--- src/include/pulse_shaper_pkg.sv ---
// constants, mode encodings and timing counts for the energy pulse output shaper
// assumes a single 40 MHz system clock and a datapath that supplies an unsigned power word
//
// Functional notes
// the two low-rate outputs give alternating active-low pulses
// each low-rate pulse stays low for 275 ms when the period allows
// second low-rate output falls about half a period after the first
// low-rate period under 550 ms gives a width of half the period
// calibration output gives 90 ms active-high pulses at a power-proportional rate
// calibration period under 180 ms gives a width of half the period
// high-frequency mode fixes the calibration pulse width at 18 us
// loads below 0.0014 percent of full-scale frequency issue no pulses anywhere
// no-load suppression is off only in high-frequency mode
// two-bit rate select picks one of four base frequencies and the low-rate maximum
// half-scale ac inputs give 0.085, 0.17, 0.34, 0.68 Hz low-rate output
// base frequencies are the 3.579 MHz master clock over 2^21 down to 2^18
// calibration rate is 128/64/32/16 or 64/32/16/2048 times the low rate
// width and period come from master-clock counters; reset holds outputs inactive (the pulse timers count widths in 40 MHz system-clock cycles instead)
package pulse_shaper_pkg;

  localparam longint CLOCK_HZ       = 40_000_000;
  localparam longint MCLK_HZ        = 3_579_000;
  // phase increment that gives one master-clock tick enable per 3.579 MHz period
  localparam int     MCLK_ACC_W     = 32;
  localparam longint MCLK_INC_WIDE  = (MCLK_HZ << MCLK_ACC_W) / CLOCK_HZ;
  localparam logic [MCLK_ACC_W-1:0] MCLK_INC = MCLK_INC_WIDE[MCLK_ACC_W-1:0];

  // pulse timing, figures as printed, cycle counts derived
  localparam longint LOW_WIDTH_MS      = 275;
  localparam longint LOW_FALLBACK_MS   = 550;
  localparam longint CAL_WIDTH_MS      = 90;
  localparam longint CAL_FALLBACK_MS   = 180;
  localparam longint CAL_FAST_WIDTH_US = 18;
  localparam longint LOW_WIDTH_CYC     = LOW_WIDTH_MS * CLOCK_HZ / 1000;
  localparam longint LOW_FALLBACK_CYC  = LOW_FALLBACK_MS * CLOCK_HZ / 1000;
  localparam longint CAL_WIDTH_CYC     = CAL_WIDTH_MS * CLOCK_HZ / 1000;
  localparam longint CAL_FALLBACK_CYC  = CAL_FALLBACK_MS * CLOCK_HZ / 1000;
  localparam longint CAL_FAST_CYC      = CAL_FAST_WIDTH_US * CLOCK_HZ / 1_000_000;

  // width of the cycle counters in the pulse timers
  localparam int     TIMER_W = 32;

  // base divider: master clock over 2^(BASE_DIV_EXP_MAX - rate code)
  localparam int     BASE_DIV_EXP_MAX = 21;
  // full-scale dc gives 0.4 x f_i on the low-rate pins, i.e. a threshold factor of 5/2
  localparam int     FS_FACTOR_NUM    = 5;
  // no-load floor: 14 parts per million of full-scale frequency, over 0.4
  localparam longint NOLOAD_PPM_NUM   = 35;
  localparam longint PPM_DEN          = 1_000_000;

  // calibration multiple exponents (2^n times low rate)
  localparam int     CAL_EXP_S1_R0 = 7;
  localparam int     CAL_EXP_S1_R1 = 6;
  localparam int     CAL_EXP_S1_R2 = 5;
  localparam int     CAL_EXP_S1_R3 = 4;
  localparam int     CAL_EXP_S0_R0 = 6;
  localparam int     CAL_EXP_S0_R1 = 5;
  localparam int     CAL_EXP_S0_R2 = 4;
  localparam int     CAL_EXP_S0_R3 = 11;

  localparam logic [1:0] RATE_CODE_FAST = 2'h3;

  typedef enum logic [2:0] {
    LR_IDLE = 3'b001,
    LR_A    = 3'b010,
    LR_B    = 3'b100
  } low_rate_state_e;

endpackage

--- src/hdl/energy_pulse_output_shaper.sv ---
// energy pulse output shaper: power word to low-rate and calibration pulse trains
// assumes active_power comes from same-clock logic; mode selects are asynchronous pins
`timescale 1ns/1ps
module energy_pulse_output_shaper
  import pulse_shaper_pkg::*;
#(
  parameter int     POWER_W          = 16,
  parameter longint LOW_WIDTH_C      = LOW_WIDTH_CYC,
  parameter longint LOW_FALLBACK_C   = LOW_FALLBACK_CYC,
  parameter longint CAL_WIDTH_C      = CAL_WIDTH_CYC,
  parameter longint CAL_FALLBACK_C   = CAL_FALLBACK_CYC,
  parameter logic [MCLK_ACC_W-1:0] MCLK_STEP = MCLK_INC
) (
  input  wire logic               clock,              // 40 MHz system clock
  input  wire logic               rst_n,              // synchronous reset, active low
  input  wire logic [POWER_W-1:0] active_power,       // unsigned power magnitude
  input  wire logic               rate_select_lsb,    // rate select bit 0, pin
  input  wire logic               rate_select_msb,    // rate select bit 1, pin
  input  wire logic               cal_scale_select,   // calibration scale select, pin
  output logic                    low_rate_pulse_a_n, // first low-rate output, active low
  output logic                    low_rate_pulse_b_n, // second low-rate output, active low
  output logic                    calibration_pulse   // calibration output, active high
);

  localparam int ACC_W = POWER_W + 24;
  localparam int CNT_W = 12;
  localparam logic [CNT_W-1:0] CNT_ONE = {{(CNT_W-1){1'b0}}, 1'b1};
  // the factor is a 32-bit int, so it is widened by a cast rather than a part-select
  localparam logic [ACC_W-1:0] FS_FACTOR = ACC_W'(FS_FACTOR_NUM);
  localparam longint NOLOAD_WIDE =
    ((64'(1) << POWER_W) * NOLOAD_PPM_NUM + PPM_DEN - 1) / PPM_DEN;
  localparam logic [POWER_W-1:0] NOLOAD_MIN = NOLOAD_WIDE[POWER_W-1:0];

  // calibration multiple as a power-of-two exponent
  function automatic int cal_exp(input logic scale, input logic [1:0] code);
    int e;
    e = CAL_EXP_S0_R0;
    case ({scale, code})
      3'b100:  e = CAL_EXP_S1_R0;
      3'b101:  e = CAL_EXP_S1_R1;
      3'b110:  e = CAL_EXP_S1_R2;
      3'b111:  e = CAL_EXP_S1_R3;
      3'b000:  e = CAL_EXP_S0_R0;
      3'b001:  e = CAL_EXP_S0_R1;
      3'b010:  e = CAL_EXP_S0_R2;
      3'b011:  e = CAL_EXP_S0_R3;
      default: e = CAL_EXP_S0_R0;
    endcase
    return e;
  endfunction

  function automatic logic is_fast(input logic scale, input logic [1:0] code);
    return !scale && (code == RATE_CODE_FAST);
  endfunction

  // ---- pin synchronisers ----
  logic [2:0] pin_meta_r;
  logic [2:0] pin_sync_r;
  logic [2:0] pin_prev_r;

  always_ff @(posedge clock) begin
    if (!rst_n) begin
      pin_meta_r <= 3'h0;
      pin_sync_r <= 3'h0;
    end else begin
      pin_meta_r <= {cal_scale_select, rate_select_msb, rate_select_lsb};
      pin_sync_r <= pin_meta_r;
    end
  end

  logic [1:0] rate_code;
  logic       scale_sel;
  logic       fast_mode;
  logic       mode_change;
  assign rate_code   = pin_sync_r[1:0];
  assign scale_sel   = pin_sync_r[2];
  assign fast_mode   = is_fast(scale_sel, rate_code);
  assign mode_change = pin_sync_r != pin_prev_r;

  always_ff @(posedge clock) begin
    if (!rst_n) begin
      pin_prev_r <= 3'h0;
    end else begin
      pin_prev_r <= pin_sync_r;
    end
  end

  // ---- master clock tick enable, 3.579 MHz from the system clock ----
  logic [MCLK_ACC_W-1:0] mclk_acc_r;
  logic                  mclk_tick_r;

  always_ff @(posedge clock) begin
    if (!rst_n) begin
      mclk_acc_r  <= '0;
      mclk_tick_r <= 1'b0;
    end else begin
      {mclk_tick_r, mclk_acc_r} <= {1'b0, mclk_acc_r} + {1'b0, MCLK_STEP};
    end
  end

  // ---- digital-to-frequency conversion ----
  // one calibration event every cal_thresh of accumulated power; the base
  // divider 2^(21-code) folds into the threshold, so no separate prescaler
  logic [ACC_W-1:0] cal_thresh;
  logic [ACC_W-1:0] power_ext;
  logic [ACC_W-1:0] energy_r;
  logic [ACC_W-1:0] energy_sum;
  logic             below_floor;
  logic             cal_event;
  int               thresh_shift;

  always_comb begin
    thresh_shift = POWER_W + BASE_DIV_EXP_MAX - 1 - int'(rate_code)
                   - cal_exp(scale_sel, rate_code);
    cal_thresh   = FS_FACTOR << thresh_shift;
  end

  assign power_ext   = {{(ACC_W-POWER_W){1'b0}}, active_power};
  assign below_floor = (active_power < NOLOAD_MIN) && !fast_mode;
  assign energy_sum  = energy_r + power_ext;
  assign cal_event   = mclk_tick_r && !below_floor && (energy_sum >= cal_thresh);

  // creep guard: below the floor nothing accumulates and no new pulse starts, except in fast mode where the floor is off
  always_ff @(posedge clock) begin
    if (!rst_n || mode_change) begin
      energy_r <= '0;
    end else if (mclk_tick_r && !below_floor) begin
      if (energy_sum >= cal_thresh) begin
        energy_r <= energy_sum - cal_thresh;
      end else begin
        energy_r <= energy_sum;
      end
    end
  end

  // ---- low-rate event: one per 2^cal_exp calibration events ----
  logic [CNT_W-1:0] ratio_cnt_r;
  logic [CNT_W-1:0] ratio_last;
  logic             low_event;

  assign ratio_last = CNT_W'((1 << cal_exp(scale_sel, rate_code)) - 1);
  assign low_event  = cal_event && (ratio_cnt_r == ratio_last);

  always_ff @(posedge clock) begin
    if (!rst_n || mode_change) begin
      ratio_cnt_r <= '0;
    end else if (cal_event) begin
      if (ratio_cnt_r == ratio_last) begin
        ratio_cnt_r <= '0;
      end else begin
        ratio_cnt_r <= ratio_cnt_r + CNT_ONE;
      end
    end
  end

  // ---- alternation between the two low-rate outputs ----
  // successive low-rate events go to a then b, so b falls half an a period later
  low_rate_state_e lr_state_r;
  low_rate_state_e lr_state_nxt;

  always_comb begin
    lr_state_nxt = lr_state_r;
    case (lr_state_r)
      LR_IDLE: if (low_event) lr_state_nxt = LR_A;
      LR_A:    if (low_event) lr_state_nxt = LR_B;
      LR_B:    if (low_event) lr_state_nxt = LR_A;
      default: lr_state_nxt = LR_IDLE;
    endcase
  end

  always_ff @(posedge clock) begin
    if (!rst_n) begin
      lr_state_r <= LR_IDLE;
    end else begin
      lr_state_r <= lr_state_nxt;
    end
  end

  // ---- pulse timers ----
  // the low-rate timer sees the combined a/b event train; half its interval
  // bounds the width so that a and b never overlap
  logic low_active;
  logic cal_active;

  pulse_timer #(
    .WIDTH_CYC    (LOW_WIDTH_C),
    .FALLBACK_CYC (LOW_FALLBACK_C),
    .FAST_CYC     (CAL_FAST_CYC)
  ) u_low_timer (
    .clock     (clock),
    .rst_n     (rst_n),
    .restart   (mode_change),
    .fire      (low_event),
    .fast_mode (1'b0),
    .active    (low_active)
  );

  pulse_timer #(
    .WIDTH_CYC    (CAL_WIDTH_C),
    .FALLBACK_CYC (CAL_FALLBACK_C),
    .FAST_CYC     (CAL_FAST_CYC)
  ) u_cal_timer (
    .clock     (clock),
    .rst_n     (rst_n),
    .restart   (mode_change),
    .fire      (cal_event),
    .fast_mode (fast_mode),
    .active    (cal_active)
  );

  // ---- output registers ----
  // timer level is combined with the alternation state one cycle later
  always_ff @(posedge clock) begin
    if (!rst_n) begin
      low_rate_pulse_a_n <= 1'b1;
      low_rate_pulse_b_n <= 1'b1;
      calibration_pulse  <= 1'b0;
    end else begin
      low_rate_pulse_a_n <= !(low_active && (lr_state_r == LR_A));
      low_rate_pulse_b_n <= !(low_active && (lr_state_r == LR_B));
      calibration_pulse  <= cal_active;
    end
  end

endmodule

--- src/hdl/pulse_timer.sv ---
// one-shot pulse timer with period tracking and half-period fallback
// assumes fire is a one-cycle pulse on the system clock
`timescale 1ns/1ps
module pulse_timer
  import pulse_shaper_pkg::*;
#(
  parameter longint WIDTH_CYC    = LOW_WIDTH_CYC,
  parameter longint FALLBACK_CYC = LOW_FALLBACK_CYC,
  parameter longint FAST_CYC     = CAL_FAST_CYC
) (
  input  wire logic clock,      // system clock
  input  wire logic rst_n,      // synchronous reset, active low
  input  wire logic restart,    // forget the last period (mode change)
  input  wire logic fire,       // start of a pulse
  input  wire logic fast_mode,  // use the fixed narrow width
  output logic      active      // pulse level, registered
);

  localparam logic [TIMER_W-1:0] WIDTH_C    = WIDTH_CYC[TIMER_W-1:0];
  localparam logic [TIMER_W-1:0] FALLBACK_C = FALLBACK_CYC[TIMER_W-1:0];
  localparam logic [TIMER_W-1:0] FAST_C     = FAST_CYC[TIMER_W-1:0];
  localparam logic [TIMER_W-1:0] ONE_C      = {{(TIMER_W-1){1'b0}}, 1'b1};
  localparam logic [TIMER_W-1:0] MAX_C      = {TIMER_W{1'b1}};

  logic [TIMER_W-1:0] period_r;
  logic [TIMER_W-1:0] remain_r;
  logic [TIMER_W-1:0] width_nxt;

  // unknown period after reset counts as long, so the first pulse is full width
  always_ff @(posedge clock) begin
    if (!rst_n || restart) begin
      period_r <= MAX_C;
    end else if (fire) begin
      period_r <= ONE_C;
    end else if (period_r != MAX_C) begin
      period_r <= period_r + ONE_C;
    end
  end

  always_comb begin
    width_nxt = WIDTH_C;
    if (fast_mode) begin
      width_nxt = FAST_C;
    end else if (period_r < FALLBACK_C) begin
      width_nxt = period_r >> 1;
      if (width_nxt == '0) begin
        width_nxt = ONE_C;
      end
    end
  end

  always_ff @(posedge clock) begin
    if (!rst_n || restart) begin
      remain_r <= '0;
      active   <= 1'b0;
    end else if (fire) begin
      remain_r <= width_nxt - ONE_C;
      active   <= 1'b1;
    end else if (remain_r != '0) begin
      remain_r <= remain_r - ONE_C;
    end else begin
      active   <= 1'b0;
    end
  end

endmodule

--- config.mk ---
export PLATFORM = sky130hd
export DESIGN_NAME = energy_pulse_output_shaper
export DESIGN_NICKNAME = d
export VERILOG_FILES = /design/src/include/pulse_shaper_pkg.sv /design/src/hdl/energy_pulse_output_shaper.sv /design/src/hdl/pulse_timer.sv
export SDC_FILE = /design/constraint.sdc
export NUM_CORES = 1
export LEC_CHECK = 0
export BUFFER_PORTS_ARGS = -buffer_cell sky130_fd_sc_hd__clkbuf_2
export CORE_UTILIZATION = 60
export DETAILED_ROUTE_END_ITERATION = 10
export GPL_TIMING_DRIVEN = 0
export HOLD_SLACK_MARGIN = 0.08
export PLACE_DENSITY = 0.76
export SLEW_MARGIN = 20
export SYNTH_ARGS = -nofsm -noshare
export SYNTH_HDL_FRONTEND = slang
export SYNTH_SLANG_ARGS = --single-unit
export TNS_END_PERCENT = 20
--- constraint.sdc ---
create_clock -name clock -period 11.6 [get_ports clock]
set_clock_uncertainty 0.1 [all_clocks]
set_input_delay 0.58 -clock clock [delete_from_list [all_inputs] [get_ports clock]]
set_output_delay 0.58 -clock clock [all_outputs]
set_load 0.01 [all_outputs]
==> run summary <==
Post-synth EDFFs: 0
Vias per inst: 6.41
Outcome: finished clean
CTS Hold Bufs: 0
Sequential area share after synthesis: 28.4%
Seq pwr share: 33.1%
Fmax achieved: 0.115 GHz
Final Cycle Share: 75.0%
Slowest stage cell, crit path: or4_4
Initial Util: 61.1%
GRT overflow: 0
Leakage: 6.96 nW
Final min period: 8.70 ns
Max-slew headroom: 38.5%
Final WL: 49500 um
Final core occ: 66.3%
Final hold slack: 0.154 ns
Top FF cell, synth: dfxtp_1
Largest net degree at the start of global routing: 14
Final Hold Fails: 0
Largest area contributor in the netlist: dfxtp_1
Cells after DPL: 2536
Cells after synthesis: 2165
Max Buffers Root-to-Sink: 3
DR DRC count: 0
Worst hold path type: in2reg
Total Nets Final: 2316
Post-cts resize count: 0
Post-route ant nets: 0
CP startpoint kind: register
Total GRT Usage: 34.7%
Clock transition at path regs: 0.06 ns
CTS tree: yes
Final Non-Filler Cells: 2581
Most common cell after layout, fill and taps aside: dfxtp_1
Buffers and inverters on the worst path: 6
Die width: 167 um
Final Max Tran Viols: 0
Top cells by area, synth: dfxtp_1 (28%), o21ai_0 (5.3%), ha_1 (5.3%), xnor2_1 (5.2%), xor2_1 (5.0%)
Asr flop ratio synth: 0%
Worst Tran Pin Value: 0.923 ns
Post-CTS setup buffer count: 0
CP required: 11.92 ns
Worst Setup End Kind: register
Number of detailed-route iterations in the first pass: 7
Critical Path Max Stage Delay: 0.44 ns
Total power: 2.88 mW
Max Cap Violations: 0
Synth-to-Final Area Change: 8.57%
DPL Wire Length: 36500 um
CTS buffer count: 26
Crit Path Class: reg2reg
Worst vdd ir: 152 uV
Clock Latency Late Sink: 0.55 ns
I/O pin count: 24
DIE HEIGHT: 167 um
CP arrival: 9.01 ns
Share of cells above drive strength 1: 6.03%
Power density over the cells: 162 mW/mm^2
Cell variety after synth: 93
DR iter-0 viols: 1719
Post-Syn Area per Cell: 7.58 um^2
# setup viols final: 0
Port Buffers: 23
Synthesized cell area: 0.0164 mm^2
Clk pwr share: 28.3%
DR WL/cell: 19.2 um
Post-route setup TNS: 0 ns
RSZ-0062 raised after global routing: no
Delay-heaviest family, CP: compound AO/OA/AOI/OAI gates
First-pass GRT wire length: 79600 um
Number of synthesized register bits: 233
Clock tree sinks: 233
H-tree Lvls: 1
Initial antenna violation count: 0
Area of the die: 0.0280 mm^2
Via count: 16600
Sw Ratio: 38.0%
Vias in the first global route: 15700
Synth top area share: 28.4%
Sw power: 1.09 mW
Comb power frac: 38.5%
Core area: 0.0269 mm^2
CP Max Fanout: 10
Yosys warns: 0
P_int: 1.78 mW
Antenna fix cells: 0
# rows: 60
CTS root buf: clkbuf_16
RePlAce Congestion: 0.998
Most frequent cells in the layout: dfxtp_1 (233), nand2_1 (213), nor2_1 (210)
-- power by group through the flow --
stage          Combinational, mW  Clock (mW)  Sequential, mW
6_report                    1.11       0.815           0.954
2_1_floorplan              0.836           0           0.952
3_3_place_gp                1.06           0           0.965
3_5_place_dp                1.08           0           0.968
4_1_cts                     1.09       0.823           0.951
5_1_grt                     1.21       0.853           0.963
-- flip-flops by register name, summed over array words and instances (netlist names), named ones only --
signal,cells
calibration_pulse,1
pin_sync_r,3
mclk_tick_r,1
u_cal_timer.period_r,32
pin_meta_r,3
u_low_timer.active,1
energy_r,40
u_low_timer.period_r,32
pin_prev_r,3
u_low_timer.remain_r,32
u_cal_timer.remain_r,32
ratio_cnt_r,12
low_rate_pulse_b_n,1
u_cal_timer.active,1
lr_state_r,3
low_rate_pulse_a_n,1
mclk_acc_r,31
-- Yosys cell counts (all sizes together), types with 5 or more instances --
master / number
o31ai: 9
o21bai: 17
a211oi: 30
o21ai: 181
a31oi: 26
and3: 28
or3: 31
nor2b: 24
a221oi: 5
or4: 9
nor4: 25
o2111ai: 7
nor3: 82
nand2b: 16
dfxtp: 233
buf: 39
a22oi: 5
a311oi: 11
nand4: 55
a21oi: 138
nand2: 213
o2bb2ai: 5
o22ai: 11
clkbuf: 79
a211o: 7
mux2i: 19
nor4b: 6
and2: 49
nor2: 212
inv: 44
nand3: 86
or2: 12
nand3b: 6
xnor2: 97
and4: 8
a31o: 9
a21o: 42
a21boi: 20
and3b: 5
o21a: 23
xor2: 93
o211ai: 9
ha: 69
nor3b: 10
-- stage by stage --
step | worst slack (ns) | instance area (um^2)
after detailed placement | 2.72 | 17000
after floorplan | 4.22 | 16400
final | 2.90 | 17800
after global routing | 2.45 | 17800
after global placement | 2.78 | 17000
after CTS | 3.09 | 17800
-- logic make-up (layout without fill, tap and decap cells) --
| logic type | after synthesis | in the layout | synth area share, % |
|---|---|---|---|
| mux | 22 | 22 | 1.36 |
| xor+xnor | 191 | 191 | 10.3 |
| other cells | 2 | 9 | 0.0458 |
| simple gates | 881 | 881 | 26.5 |
| fa+ha+maj | 72 | 72 | 5.63 |
| compound gates | 601 | 601 | 23.6 |
| buf+inv | 163 | 231 | 4.08 |
| flops | 233 | 233 | 28.4 |
-- path summary, 6_finish.rpt --
| kind | slack [ns] | cells past startpoint | to | from |
|---|---|---|---|---|
| max reg2reg | 2.90 | 37 | u_cal_timer.remain_r[28] | energy_r[0] |
| min | 0.15 | 2 | pin_meta_r[0] | rate_select_lsb |
| min reg2reg | 0.35 | 1 | u_cal_timer.remain_r[31] | u_cal_timer.remain_r[31] |
| max | 2.90 | 37 | u_cal_timer.remain_r[28] | energy_r[0] |
-- final cells by class --
type / count / area, um^2
Buffer: 118 / 500
Clock buffer: 36 / 748
Clock inverter: 9 / 83.8
Fill cell: 2360 / 9060
Inverter: 45 / 169
Multi-Input combinational cell: 1776 / 11100
Sequential cell: 233 / 4660
Tap cell: 341 / 427
Timing Repair Buffer: 23 / 115
-- worst reg2reg max path, delay by kind of cell (launching register included) --
| kind | cells | cell delay (ns) |
|---|---|---|
| compound gates | 14 | 2.95 |
| xor+xnor | 1 | 0.16 |
| fa+ha+maj | 4 | 1.33 |
| buf+inv | 6 | 1.16 |
| flops | 1 | 0.33 |
| simple gates | 12 | 2.55 |
-- metal layers --
| layer | GRT usage, % | routed length (um) |
|---|---|---|
| met1 | 44.5 | 21000 |
| met2 | 58.7 | 22800 |
| met3 | 4.47 | 3610 |
| met5 | 0 | 0 |
| met4 | 14.8 | 2040 |
(Power assumes the default switching activity.)
